==> config.mk <==
export PLATFORM = sky130hd
export DESIGN_NAME = prm_read_master
export DESIGN_NICKNAME = d
export VERILOG_FILES = /design/src/common/prm_pkg.sv /design/src/hdl/prm_fifo_mem.sv /design/src/hdl/prm_read_master.sv
export SDC_FILE = /design/constraint.sdc
export NUM_CORES = 1
export LEC_CHECK = 0
export BUFFER_PORTS_ARGS = -buffer_cell sky130_fd_sc_hd__buf_2
export CORE_UTILIZATION = 30
export CTS_BUF_LIST = sky130_fd_sc_hd__clkbuf_16
export CTS_CLUSTER_SIZE = 40
export DETAILED_ROUTE_END_ITERATION = 10
export MAX_ROUTING_LAYER = met4
export PLACE_DENSITY_LB_ADDON = 0.05
export SLEW_MARGIN = 20
export SYNTH_ARGS = -nofsm -noshare
export SYNTH_HDL_FRONTEND = slang
export SYNTH_SLANG_ARGS = --single-unit
==> constraint.sdc <==
create_clock -name clk -period 3.44 [get_ports clk]
set_clock_uncertainty 0.2 [all_clocks]
set_input_delay 0.516 -clock clk [delete_from_list [all_inputs] [get_ports clk]]
set_output_delay 0.516 -clock clk [all_outputs]
set_load 0.02 [all_outputs]
==> src/common/prm_pkg.sv <==
// shared constants and types for the pipelined read master
package prm_pkg;
  // register byte offsets
  localparam logic [7:0] OFS_CTRL      = 8'h00;
  localparam logic [7:0] OFS_BASE      = 8'h04;
  localparam logic [7:0] OFS_LEN       = 8'h08;
  localparam logic [7:0] OFS_STATUS    = 8'h0c;
  localparam logic [7:0] OFS_IRQ_STAT  = 8'h10;
  localparam logic [7:0] OFS_IRQ_MASK  = 8'h14;
  localparam logic [7:0] OFS_FIFO_DATA = 8'h18;
  // field positions
  localparam int CTRL_START_BIT = 0;
  localparam int ST_DONE_BIT    = 0;
  localparam int ST_BUSY_BIT    = 1;
  localparam int ST_EMPTY_BIT   = 2;
  localparam int ST_LEVEL_LSB   = 8;
  localparam int IRQ_DONE_BIT   = 0;
  localparam int IRQ_DATA_BIT   = 1;
  // reset values
  localparam logic [31:0] RST_BASE = 32'h0000_0000;
  localparam logic [31:0] RST_LEN  = 32'h0000_0000;
  localparam logic [1:0]  RST_IRQ  = 2'h0;
  // word and fifo geometry
  localparam logic [31:0] WORD_BYTES  = 32'h0000_0004;
  localparam logic [3:0]  BYTE_EN_ALL = 4'hf;
  localparam int          FIFO_DEPTH  = 16;
  localparam int          FIFO_THRESH = 12;
  localparam int          FIFO_AW     = 4;
  localparam int          CNT_W       = 5;
  // axi responses
  localparam logic [1:0] RESP_OKAY   = 2'h0;
  localparam logic [1:0] RESP_SLVERR = 2'h2;
  // transfer sequencer states
  typedef enum logic [2:0] {
    ST_IDLE  = 3'h1,
    ST_ISSUE = 3'h2,
    ST_DRAIN = 3'h4
  } prm_state_t;
endpackage : prm_pkg

==> src/hdl/prm_fifo_mem.sv <==
// receive buffer storage with registered read port
`timescale 1ns/1ps
module prm_fifo_mem #(
  parameter int W     = 32,
  parameter int DEPTH = 16,
  parameter int AW    = 4
) (
  // clock and reset
  input  wire logic          clk,
  input  wire logic          resetn,
  // write side
  input  wire logic          wr_en,
  input  wire logic [AW-1:0] wr_addr,
  input  wire logic [W-1:0]  wr_data,
  // read side
  input  wire logic [AW-1:0] rd_addr,
  output logic      [W-1:0]  rd_data_ff
);
  logic [W-1:0] mem [DEPTH];  // storage array, no reset needed

  // write port
  always_ff @(posedge clk) begin
    if (wr_en) begin
      mem[wr_addr] <= wr_data;
    end
  end

  // read port, always follows the read address
  always_ff @(posedge clk or negedge resetn) begin
    if (!resetn) begin
      rd_data_ff <= '0;
    end else begin
      rd_data_ff <= mem[rd_addr];
    end
  end
endmodule : prm_fifo_mem

==> src/hdl/prm_read_master.sv <==
// pipelined read master with receive fifo and axi4-lite control
//
// Contract
// - hold request and address during waitrequest
// - post back-to-back reads while not stalled
// - address comes from a stable register
// - capture return data only when valid
// - stop requesting at fifo fill threshold
// - start latches base and byte count
// - issue reads from next cycle until done
// - address plus four, length minus four
// - update only on posted read, length nonzero
// - posted means read high, waitrequest low
// - outstanding count up on post without return
// - outstanding count down on return without post
// - reads in flight fit free fifo space
// - done only when length and outstanding zero
`timescale 1ns/1ps
module prm_read_master #(
  parameter int DEPTH  = prm_pkg::FIFO_DEPTH,
  parameter int THRESH = prm_pkg::FIFO_THRESH
) (
  // clock and reset
  input  wire logic        clk,
  input  wire logic        resetn,
  // axi4-lite slave
  input  wire logic        s_awvalid,
  output logic             s_awready,
  input  wire logic [7:0]  s_awaddr,
  input  wire logic        s_wvalid,
  output logic             s_wready,
  input  wire logic [31:0] s_wdata,
  input  wire logic [3:0]  s_wstrb,
  output logic             s_bvalid,
  input  wire logic        s_bready,
  output logic      [1:0]  s_bresp,
  input  wire logic        s_arvalid,
  output logic             s_arready,
  input  wire logic [7:0]  s_araddr,
  output logic             s_rvalid,
  input  wire logic        s_rready,
  output logic      [31:0] s_rdata,
  output logic      [1:0]  s_rresp,
  // memory-mapped read master
  output logic             mm_read,
  output logic      [31:0] mm_address,
  output logic      [3:0]  mm_byteenable,
  input  wire logic        mm_waitrequest,
  input  wire logic [31:0] mm_readdata,
  input  wire logic        mm_readdatavalid,
  // interrupt
  output logic             irq
);
  import prm_pkg::*;

  prm_state_t           state_ff;                 // transfer sequencer
  logic                 read_ff;                  // read request
  logic [31:0]          addr_ff;                  // address register
  logic [31:0]          len_ff;                   // bytes left to post
  logic [CNT_W-1:0]     outs_ff;                  // reads in flight
  logic [CNT_W-1:0]     fcnt_ff;                  // fifo fill level
  logic [FIFO_AW-1:0]   wptr_ff, rptr_ff;         // fifo pointers
  logic                 done_ff;                  // completion flag
  logic [31:0]          base_ff, cfg_len_ff;      // software setup
  logic [1:0]           istat_ff, imask_ff;       // interrupt bits
  logic                 irq_ff;
  logic                 aw_held_ff, w_held_ff;    // write channel holds
  logic [7:0]           awaddr_ff, araddr_ff;
  logic [31:0]          wdata_ff;
  logic [3:0]           wstrb_ff;
  logic                 awready_ff, wready_ff, bvalid_ff, arready_ff, rvalid_ff;
  logic [1:0]           bresp_ff, rresp_ff;
  logic [31:0]          rdata_ff;
  logic                 rd_pend_ff, rd_fifo_ok_ff; // read pipeline stage
  logic [31:0]          mem_q;                    // fifo head word

  // combinational terms
  logic                 posted, push, pop, do_write, start_acc;
  logic                 ar_take, aw_take, w_take, nxt_rvalid, nxt_aw_held, nxt_w_held;
  logic [CNT_W-1:0]     nxt_outs, nxt_fcnt;
  logic [31:0]          nxt_len;
  logic                 room;
  logic [1:0]           ev_set, ev_clr;

  // byte-lane merge for strobed register writes
  function automatic logic [31:0] prm_merge(input logic [31:0] old,
                                            input logic [31:0] nw,
                                            input logic [3:0]  strb);
    logic [31:0] r;
    r = old;
    for (int i = 0; i < 4; i++) begin
      if (strb[i]) begin
        r[i*8 +: 8] = nw[i*8 +: 8];
      end
    end
    return r;
  endfunction : prm_merge

  assign aw_take  = s_awvalid & awready_ff;
  assign w_take   = s_wvalid & wready_ff;
  assign ar_take  = s_arvalid & arready_ff;
  // both halves present and the previous response gone
  assign do_write = aw_held_ff & w_held_ff & ~bvalid_ff;
  // a start written while busy is ignored so a live transfer is never torn
  assign start_acc = do_write & (awaddr_ff == OFS_CTRL) & wstrb_ff[0]
                   & wdata_ff[CTRL_START_BIT] & (state_ff == ST_IDLE);
  assign posted = read_ff & ~mm_waitrequest;
  assign push   = mm_readdatavalid;
  assign pop    = rd_pend_ff & rd_fifo_ok_ff;

  // counters and length for the coming cycle
  always_comb begin
    if (posted && !push) begin
      nxt_outs = outs_ff + 1'b1;
    end else if (!posted && push) begin
      nxt_outs = outs_ff - 1'b1;
    end else begin
      nxt_outs = outs_ff;
    end
    nxt_fcnt = fcnt_ff + CNT_W'(push) - CNT_W'(pop);
    if (posted && len_ff != 32'h0) begin
      nxt_len = len_ff - WORD_BYTES;
    end else begin
      nxt_len = len_ff;
    end
    // in flight plus stored within threshold
    room = ({1'b0, nxt_fcnt} + {1'b0, nxt_outs}) < (CNT_W+1)'(THRESH);
  end

  // sequencer, request, address and length
  always_ff @(posedge clk or negedge resetn) begin
    if (!resetn) begin
      state_ff <= ST_IDLE;
      read_ff  <= 1'b0;
      addr_ff  <= RST_BASE;
      len_ff   <= RST_LEN;
    end else begin
      case (state_ff)
        ST_IDLE: begin
          if (start_acc) begin
            addr_ff <= base_ff;
            len_ff  <= cfg_len_ff;
            read_ff  <= (cfg_len_ff != 32'h0);
            state_ff <= (cfg_len_ff != 32'h0) ? ST_ISSUE : ST_DRAIN;
          end
        end
        ST_ISSUE: begin
          if (posted && len_ff != 32'h0) begin
            addr_ff <= addr_ff + WORD_BYTES;
          end
          len_ff <= nxt_len;
          if (read_ff && mm_waitrequest) begin
            read_ff <= 1'b1;
          end else begin
            read_ff <= (nxt_len != 32'h0) & room;
          end
          if (nxt_len == 32'h0 && !(read_ff && mm_waitrequest)) begin
            state_ff <= ST_DRAIN;
          end
        end
        ST_DRAIN: begin
          // wait for the last return
          read_ff <= 1'b0;
          if (nxt_outs == '0) begin
            state_ff <= ST_IDLE;
          end
        end
        default: begin
          state_ff <= ST_IDLE;
          read_ff  <= 1'b0;
        end
      endcase
    end
  end

  // outstanding and fill counters
  always_ff @(posedge clk or negedge resetn) begin
    if (!resetn) begin
      outs_ff <= '0;
      fcnt_ff <= '0;
      wptr_ff <= '0;
      rptr_ff <= '0;
    end else begin
      outs_ff <= nxt_outs;
      fcnt_ff <= nxt_fcnt;
      if (push) begin
        wptr_ff <= wptr_ff + 1'b1;
      end
      if (pop) begin
        rptr_ff <= rptr_ff + 1'b1;
      end
    end
  end

  // completion flag
  always_ff @(posedge clk or negedge resetn) begin
    if (!resetn) begin
      done_ff <= 1'b0;
    end else if (start_acc) begin
      done_ff <= 1'b0;
    end else if (state_ff == ST_DRAIN && len_ff == 32'h0 && nxt_outs == '0) begin
      done_ff <= 1'b1;
    end
  end

  // receive fifo storage
  prm_fifo_mem #(.W(32), .DEPTH(DEPTH), .AW(FIFO_AW)) u_mem (
    .clk        (clk),
    .resetn     (resetn),
    .wr_en      (push),
    .wr_addr    (wptr_ff),
    .wr_data    (mm_readdata),
    .rd_addr    (rptr_ff),
    .rd_data_ff (mem_q)
  );

  // write channel capture, address and data taken in either order
  assign nxt_aw_held = do_write ? 1'b0 : (aw_held_ff | aw_take);
  assign nxt_w_held  = do_write ? 1'b0 : (w_held_ff | w_take);
  always_ff @(posedge clk or negedge resetn) begin
    if (!resetn) begin
      aw_held_ff <= 1'b0;
      w_held_ff  <= 1'b0;
      awready_ff <= 1'b0;
      wready_ff  <= 1'b0;
      awaddr_ff  <= '0;
      wdata_ff   <= '0;
      wstrb_ff   <= '0;
      bvalid_ff  <= 1'b0;
      bresp_ff   <= RESP_OKAY;
    end else begin
      aw_held_ff <= nxt_aw_held;
      w_held_ff  <= nxt_w_held;
      awready_ff <= ~nxt_aw_held;
      wready_ff  <= ~nxt_w_held;
      if (aw_take) begin
        awaddr_ff <= s_awaddr;
      end
      if (w_take) begin
        wdata_ff <= s_wdata;
        wstrb_ff <= s_wstrb;
      end
      if (do_write) begin
        bvalid_ff <= 1'b1;
        bresp_ff  <= (awaddr_ff <= OFS_IRQ_MASK) ? RESP_OKAY : RESP_SLVERR;
      end else if (s_bready) begin
        bvalid_ff <= 1'b0;
      end
    end
  end

  // software setup registers
  always_ff @(posedge clk or negedge resetn) begin
    if (!resetn) begin
      base_ff    <= RST_BASE;
      cfg_len_ff <= RST_LEN;
      imask_ff   <= RST_IRQ;
    end else if (do_write) begin
      case (awaddr_ff)
        OFS_BASE:     base_ff    <= prm_merge(base_ff, wdata_ff, wstrb_ff);
        OFS_LEN:      cfg_len_ff <= prm_merge(cfg_len_ff, wdata_ff, wstrb_ff);
        OFS_IRQ_MASK: if (wstrb_ff[0]) imask_ff <= wdata_ff[1:0];
        default:      imask_ff   <= imask_ff;
      endcase
    end
  end

  // sticky events, a set in the clearing cycle wins
  assign ev_set = {push, state_ff == ST_DRAIN && len_ff == 32'h0 && nxt_outs == '0};
  assign ev_clr = (do_write && awaddr_ff == OFS_IRQ_STAT && wstrb_ff[0]) ? wdata_ff[1:0] : 2'h0;
  always_ff @(posedge clk or negedge resetn) begin
    if (!resetn) begin
      istat_ff <= RST_IRQ;
      irq_ff   <= 1'b0;
    end else begin
      istat_ff <= (istat_ff & ~ev_clr) | ev_set;
      irq_ff   <= |(((istat_ff & ~ev_clr) | ev_set) & imask_ff);
    end
  end

  // read channel: address taken, one stage, then data
  assign nxt_rvalid = rd_pend_ff | (rvalid_ff & ~s_rready);
  always_ff @(posedge clk or negedge resetn) begin
    if (!resetn) begin
      arready_ff    <= 1'b0;
      araddr_ff     <= '0;
      rd_pend_ff    <= 1'b0;
      rd_fifo_ok_ff <= 1'b0;
      rvalid_ff     <= 1'b0;
      rdata_ff      <= '0;
      rresp_ff      <= RESP_OKAY;
    end else begin
      arready_ff <= ~ar_take & ~nxt_rvalid & ~rd_pend_ff;
      rd_pend_ff <= ar_take;
      rvalid_ff  <= nxt_rvalid;
      if (ar_take) begin
        araddr_ff <= s_araddr;
        // head word is only trusted if it was stored before this edge
        rd_fifo_ok_ff <= (s_araddr == OFS_FIFO_DATA) && (fcnt_ff != '0);
      end
      if (rd_pend_ff) begin
        rresp_ff <= RESP_OKAY;
        case (araddr_ff)
          OFS_CTRL:      rdata_ff <= 32'h0;
          OFS_BASE:      rdata_ff <= base_ff;
          OFS_LEN:       rdata_ff <= cfg_len_ff;
          OFS_STATUS:    rdata_ff <= {19'h0, fcnt_ff, 5'h0, fcnt_ff == '0,
                                      state_ff != ST_IDLE, done_ff};
          OFS_IRQ_STAT:  rdata_ff <= {30'h0, istat_ff};
          OFS_IRQ_MASK:  rdata_ff <= {30'h0, imask_ff};
          OFS_FIFO_DATA: rdata_ff <= rd_fifo_ok_ff ? mem_q : 32'h0;
          default: begin
            rdata_ff <= 32'h0;
            rresp_ff <= RESP_SLVERR;
          end
        endcase
      end
    end
  end

  // outputs straight from flops, except byte enables tied to all ones
  assign s_awready     = awready_ff;
  assign s_wready      = wready_ff;
  assign s_bvalid      = bvalid_ff;
  assign s_bresp       = bresp_ff;
  assign s_arready     = arready_ff;
  assign s_rvalid      = rvalid_ff;
  assign s_rdata       = rdata_ff;
  assign s_rresp       = rresp_ff;
  assign mm_read       = read_ff;
  assign mm_address    = addr_ff;
  assign mm_byteenable = BYTE_EN_ALL;
  assign irq           = irq_ff;
endmodule : prm_read_master

==> impl_metrics.ini <==
[run]
drv_cap = 0

[timing]
hold_viol = 0
tightest_slew_ps = 763
setup_viol = 0
slew_viol_final = 0
hold-worst-slack_ps = 41.2
period_minus_slack_ps = 3320
max_freq_mhz = 301
rsz0062_at_grt = false
timing.final.crit_share_pct = 96.6
slew_headroom_pct = 49.1

[setup_path]
cp_top_family = simple AND/OR/NAND/NOR gates
required_ps = 3770
max_stage_delay_ps = 610
critPathSlowestCell = or4_4
r2r_end = mm_read
r2r_slack_ps = 120
worst_setup_path_end_kind = flip-flop
r2r_cells = 7
worst-setup-path-type = flip-flop to flip-flop
crit_top_cell = or4_4
critPathBufInv = 0
cp-start-kind = flip-flop
critical_path.cell_chain = or4_4, or3_1, or3_4, a22o_1, or4_4, nor3_4, o32ai_1
cp_max_fo = 7
r2r-start = len_ff[12]
worstPathArrival_ps = 3650

[logic_synthesis]
synth.distinct_cells = 74
syn_area_per_cell_um2 = 16.6
synthCells = 1952
synth_area_um2 = 32400
yosysSeqAreaShare_pct = 69.2
synth_top_area_share_pct = 47.4
yosys_most_used_dff = edfxtp_1
synth_commonest_cells = edfxtp_1 (512), dfrtp_1 (282), mux4_2 (160), mux2_2 (121), nand2_1 (111)
yosys_warnings = 0
synth-seq-cells = 795
synth.area.top_cells = edfxtp_1 (47%), dfrtp_1 (22%), mux4_2 (11%)
async_flop_share_pct = 35.6
synth_area_leader_cell = edfxtp_1
yosysMostFrequentCell = edfxtp_1
synth_edf_count = 512

[final_layout]
fin_nets = 2418
drive_above_1_share_pct = 31.1
nFillCells = 10100
multi_input_area_um2 = 9390
seq_area_um2 = 22500
syn_to_final_growth_pct = 22.4
final_core_util_pct = 37.1
design_area_um2 = 39700

[clock_network]
cts_tree = done
clk_transition_reported_paths_ps = 60
clockRootBuffer = clkbuf_16
htree_levels = 3
clkLatencyLatePin_ps = 660
ctsLongestPathBuffers = 3
numCtsBuffers = 96
postCtsSetupBuffers = 0
clock_sinks = 795

[routing]
drtPass1Iterations = 7
postRouteAntennaNets = 0
drt_iter0_drc = 1407
viasPerCell = 5.09
drcViolationCount = 0
routedWlPerCell_um = 26.7
wirelength_mm = 101
vias = 19300

[floorplan]
core_region_area_um2 = 107000
die_w_um = 331
io_pins = 172
die_y_um = 331
start_util_pct = 30.3
std_cell_rows = 120
fp.dieArea_um2 = 109000

[power]
p_sw_w = 0.00701
swShare_pct = 27.3
p_comb_share_pct = 14.6
p_int_w = 0.0187
p_leak_nw = 14.4
sequentialPowerShare_pct = 48.1
clkPwrFrac_pct = 37.3
irDropWorstVdd_mv = 0.333
power_density_nw_per_um2 = 647

[placement]
postPlaceCellArea_um2 = 35900
io_buffer_count = 165
dp_hpwl_mm = 64.2
gp_congestion = 0.885

[grt]
gr-total-overflow = 0
grt_pass1_wl_mm = 145
first_global_vias = 20300
grt_start_max_net_pins = 76
grt_usage_pct = 19.1
antenna_found_initial = 6

[min_path]
hold_class = input pin to flip-flop
min_to = u_mem.mem[11][3]
worstHoldStart = mm_readdata[3]
hold_path_depth = 1

[outcome]
outcome = complete, no violations
state kept, by name (all words and copies together) (netlist names), 2 cells and up:
signal	cells
araddr_ff	8
outs_ff	5
state_ff	3
len_ff	32
wdata_ff	32
mm_address	32
imask_ff	2
cfg_len_ff	32
istat_ff	2
rptr_ff	4
wptr_ff	4
wstrb_ff	4
u_mem.rd_data_ff	32
s_rdata	32
u_mem.mem	512
base_ff	32
awaddr_ff	8
fcnt_ff	5
cells in the final DEF (no fill, tap or decap), types with 19 or more instances in the layout:
cell           count
mux2_2           121
nor2_1            72
ha_1              19
buf_4             91
nand3_1           25
nor4_1            27
buf_2            164
buf_12            30
nor3_1            19
dlygate4sd3_1     80
o22ai_1           42
mux4_2           160
edfxtp_1         512
a222oi_1          31
o21ai_0           57
a21oi_1           69
nand2_1          110
dfrtp_1          278
nand4_1           19
inv_1             86
clkbuf_16         97
area by class of cell:
cell class	instances	area share, %
clock inverter	76	1.33
sequential	795	56.6
clock buffer	97	6.11
antenna	5	0.0315
tap	1403	4.42
timing repair buffer	366	7.35
inverter	57	0.539
multi-input combinational	988	23.6
repair_timing:
action	CTS	global route
resized for setup	0	5
hold endpoints to repair	393	0
hold buffers	80	0
endpoints found under the setup margin	0	3
metal layers:
layer	vias to the layer above	share of wire (%)	track usage, %
met1	10200	43	24.5
met3	147	4.2	2.78
met5	-	0	-
met4	0	2.5	5.69
met2	434	50	31.4
li1	8457	-	-
metrics by stage:
| stage | power [W] | setup slack, ps | TNS, ps | instances |
|---|---|---|---|---|
| after detailed placement | 0.0163 | 19.9 | 0 | 3529 |
| after global placement | 0.0162 | -0.697 | -0.697 | 3529 |
| after floorplan | 0.0144 | -785 | -117960 | 1956 |
| after global routing | 0.0269 | 4.61 | 0 | 3786 |
| final | 0.0257 | 115 | 0 | 3787 |
| after CTS | 0.0261 | 110 | 0 | 3782 |
worst max path at each step:
stage / from / to / slack [ps] / cells after the start
floorplan: mm_readdatavalid / u_mem.mem[10][0] / -790 / 4
global placement: mm_waitrequest / mm_read / -0.7 / 9
detailed placement: mm_waitrequest / mm_read / 20 / 9
CTS: len_ff[16] / mm_read / 110 / 7
global route: rd_fifo_ok_ff / mm_read / 5 / 13
finish: len_ff[12] / mm_read / 120 / 7
cell families after synthesis:
| family | count (synthesis) | share of synthesized area (%) |
|---|---|---|
| buf+inv | 173 | 2.17 |
| simple gates | 370 | 5.83 |
| compound gates | 289 | 6.02 |
| other cells | 2 | 0.0232 |
| fa+ha+maj | 21 | 0.833 |
| xor+xnor | 19 | 0.513 |
| flops | 795 | 69.2 |
| mux | 283 | 15.4 |
power by group through the flow:
stage / clock network (W) / logic (W) / registers (W)
floorplan: 0 / 0.00219 / 0.0122
global placement: 0 / 0.00372 / 0.0125
detailed placement: 0 / 0.00376 / 0.0125
CTS: 0.00989 / 0.00386 / 0.0124
global route: 0.0102 / 0.00412 / 0.0125
finish: 0.00959 / 0.00374 / 0.0124
Power figures use the tool's default switching activity.
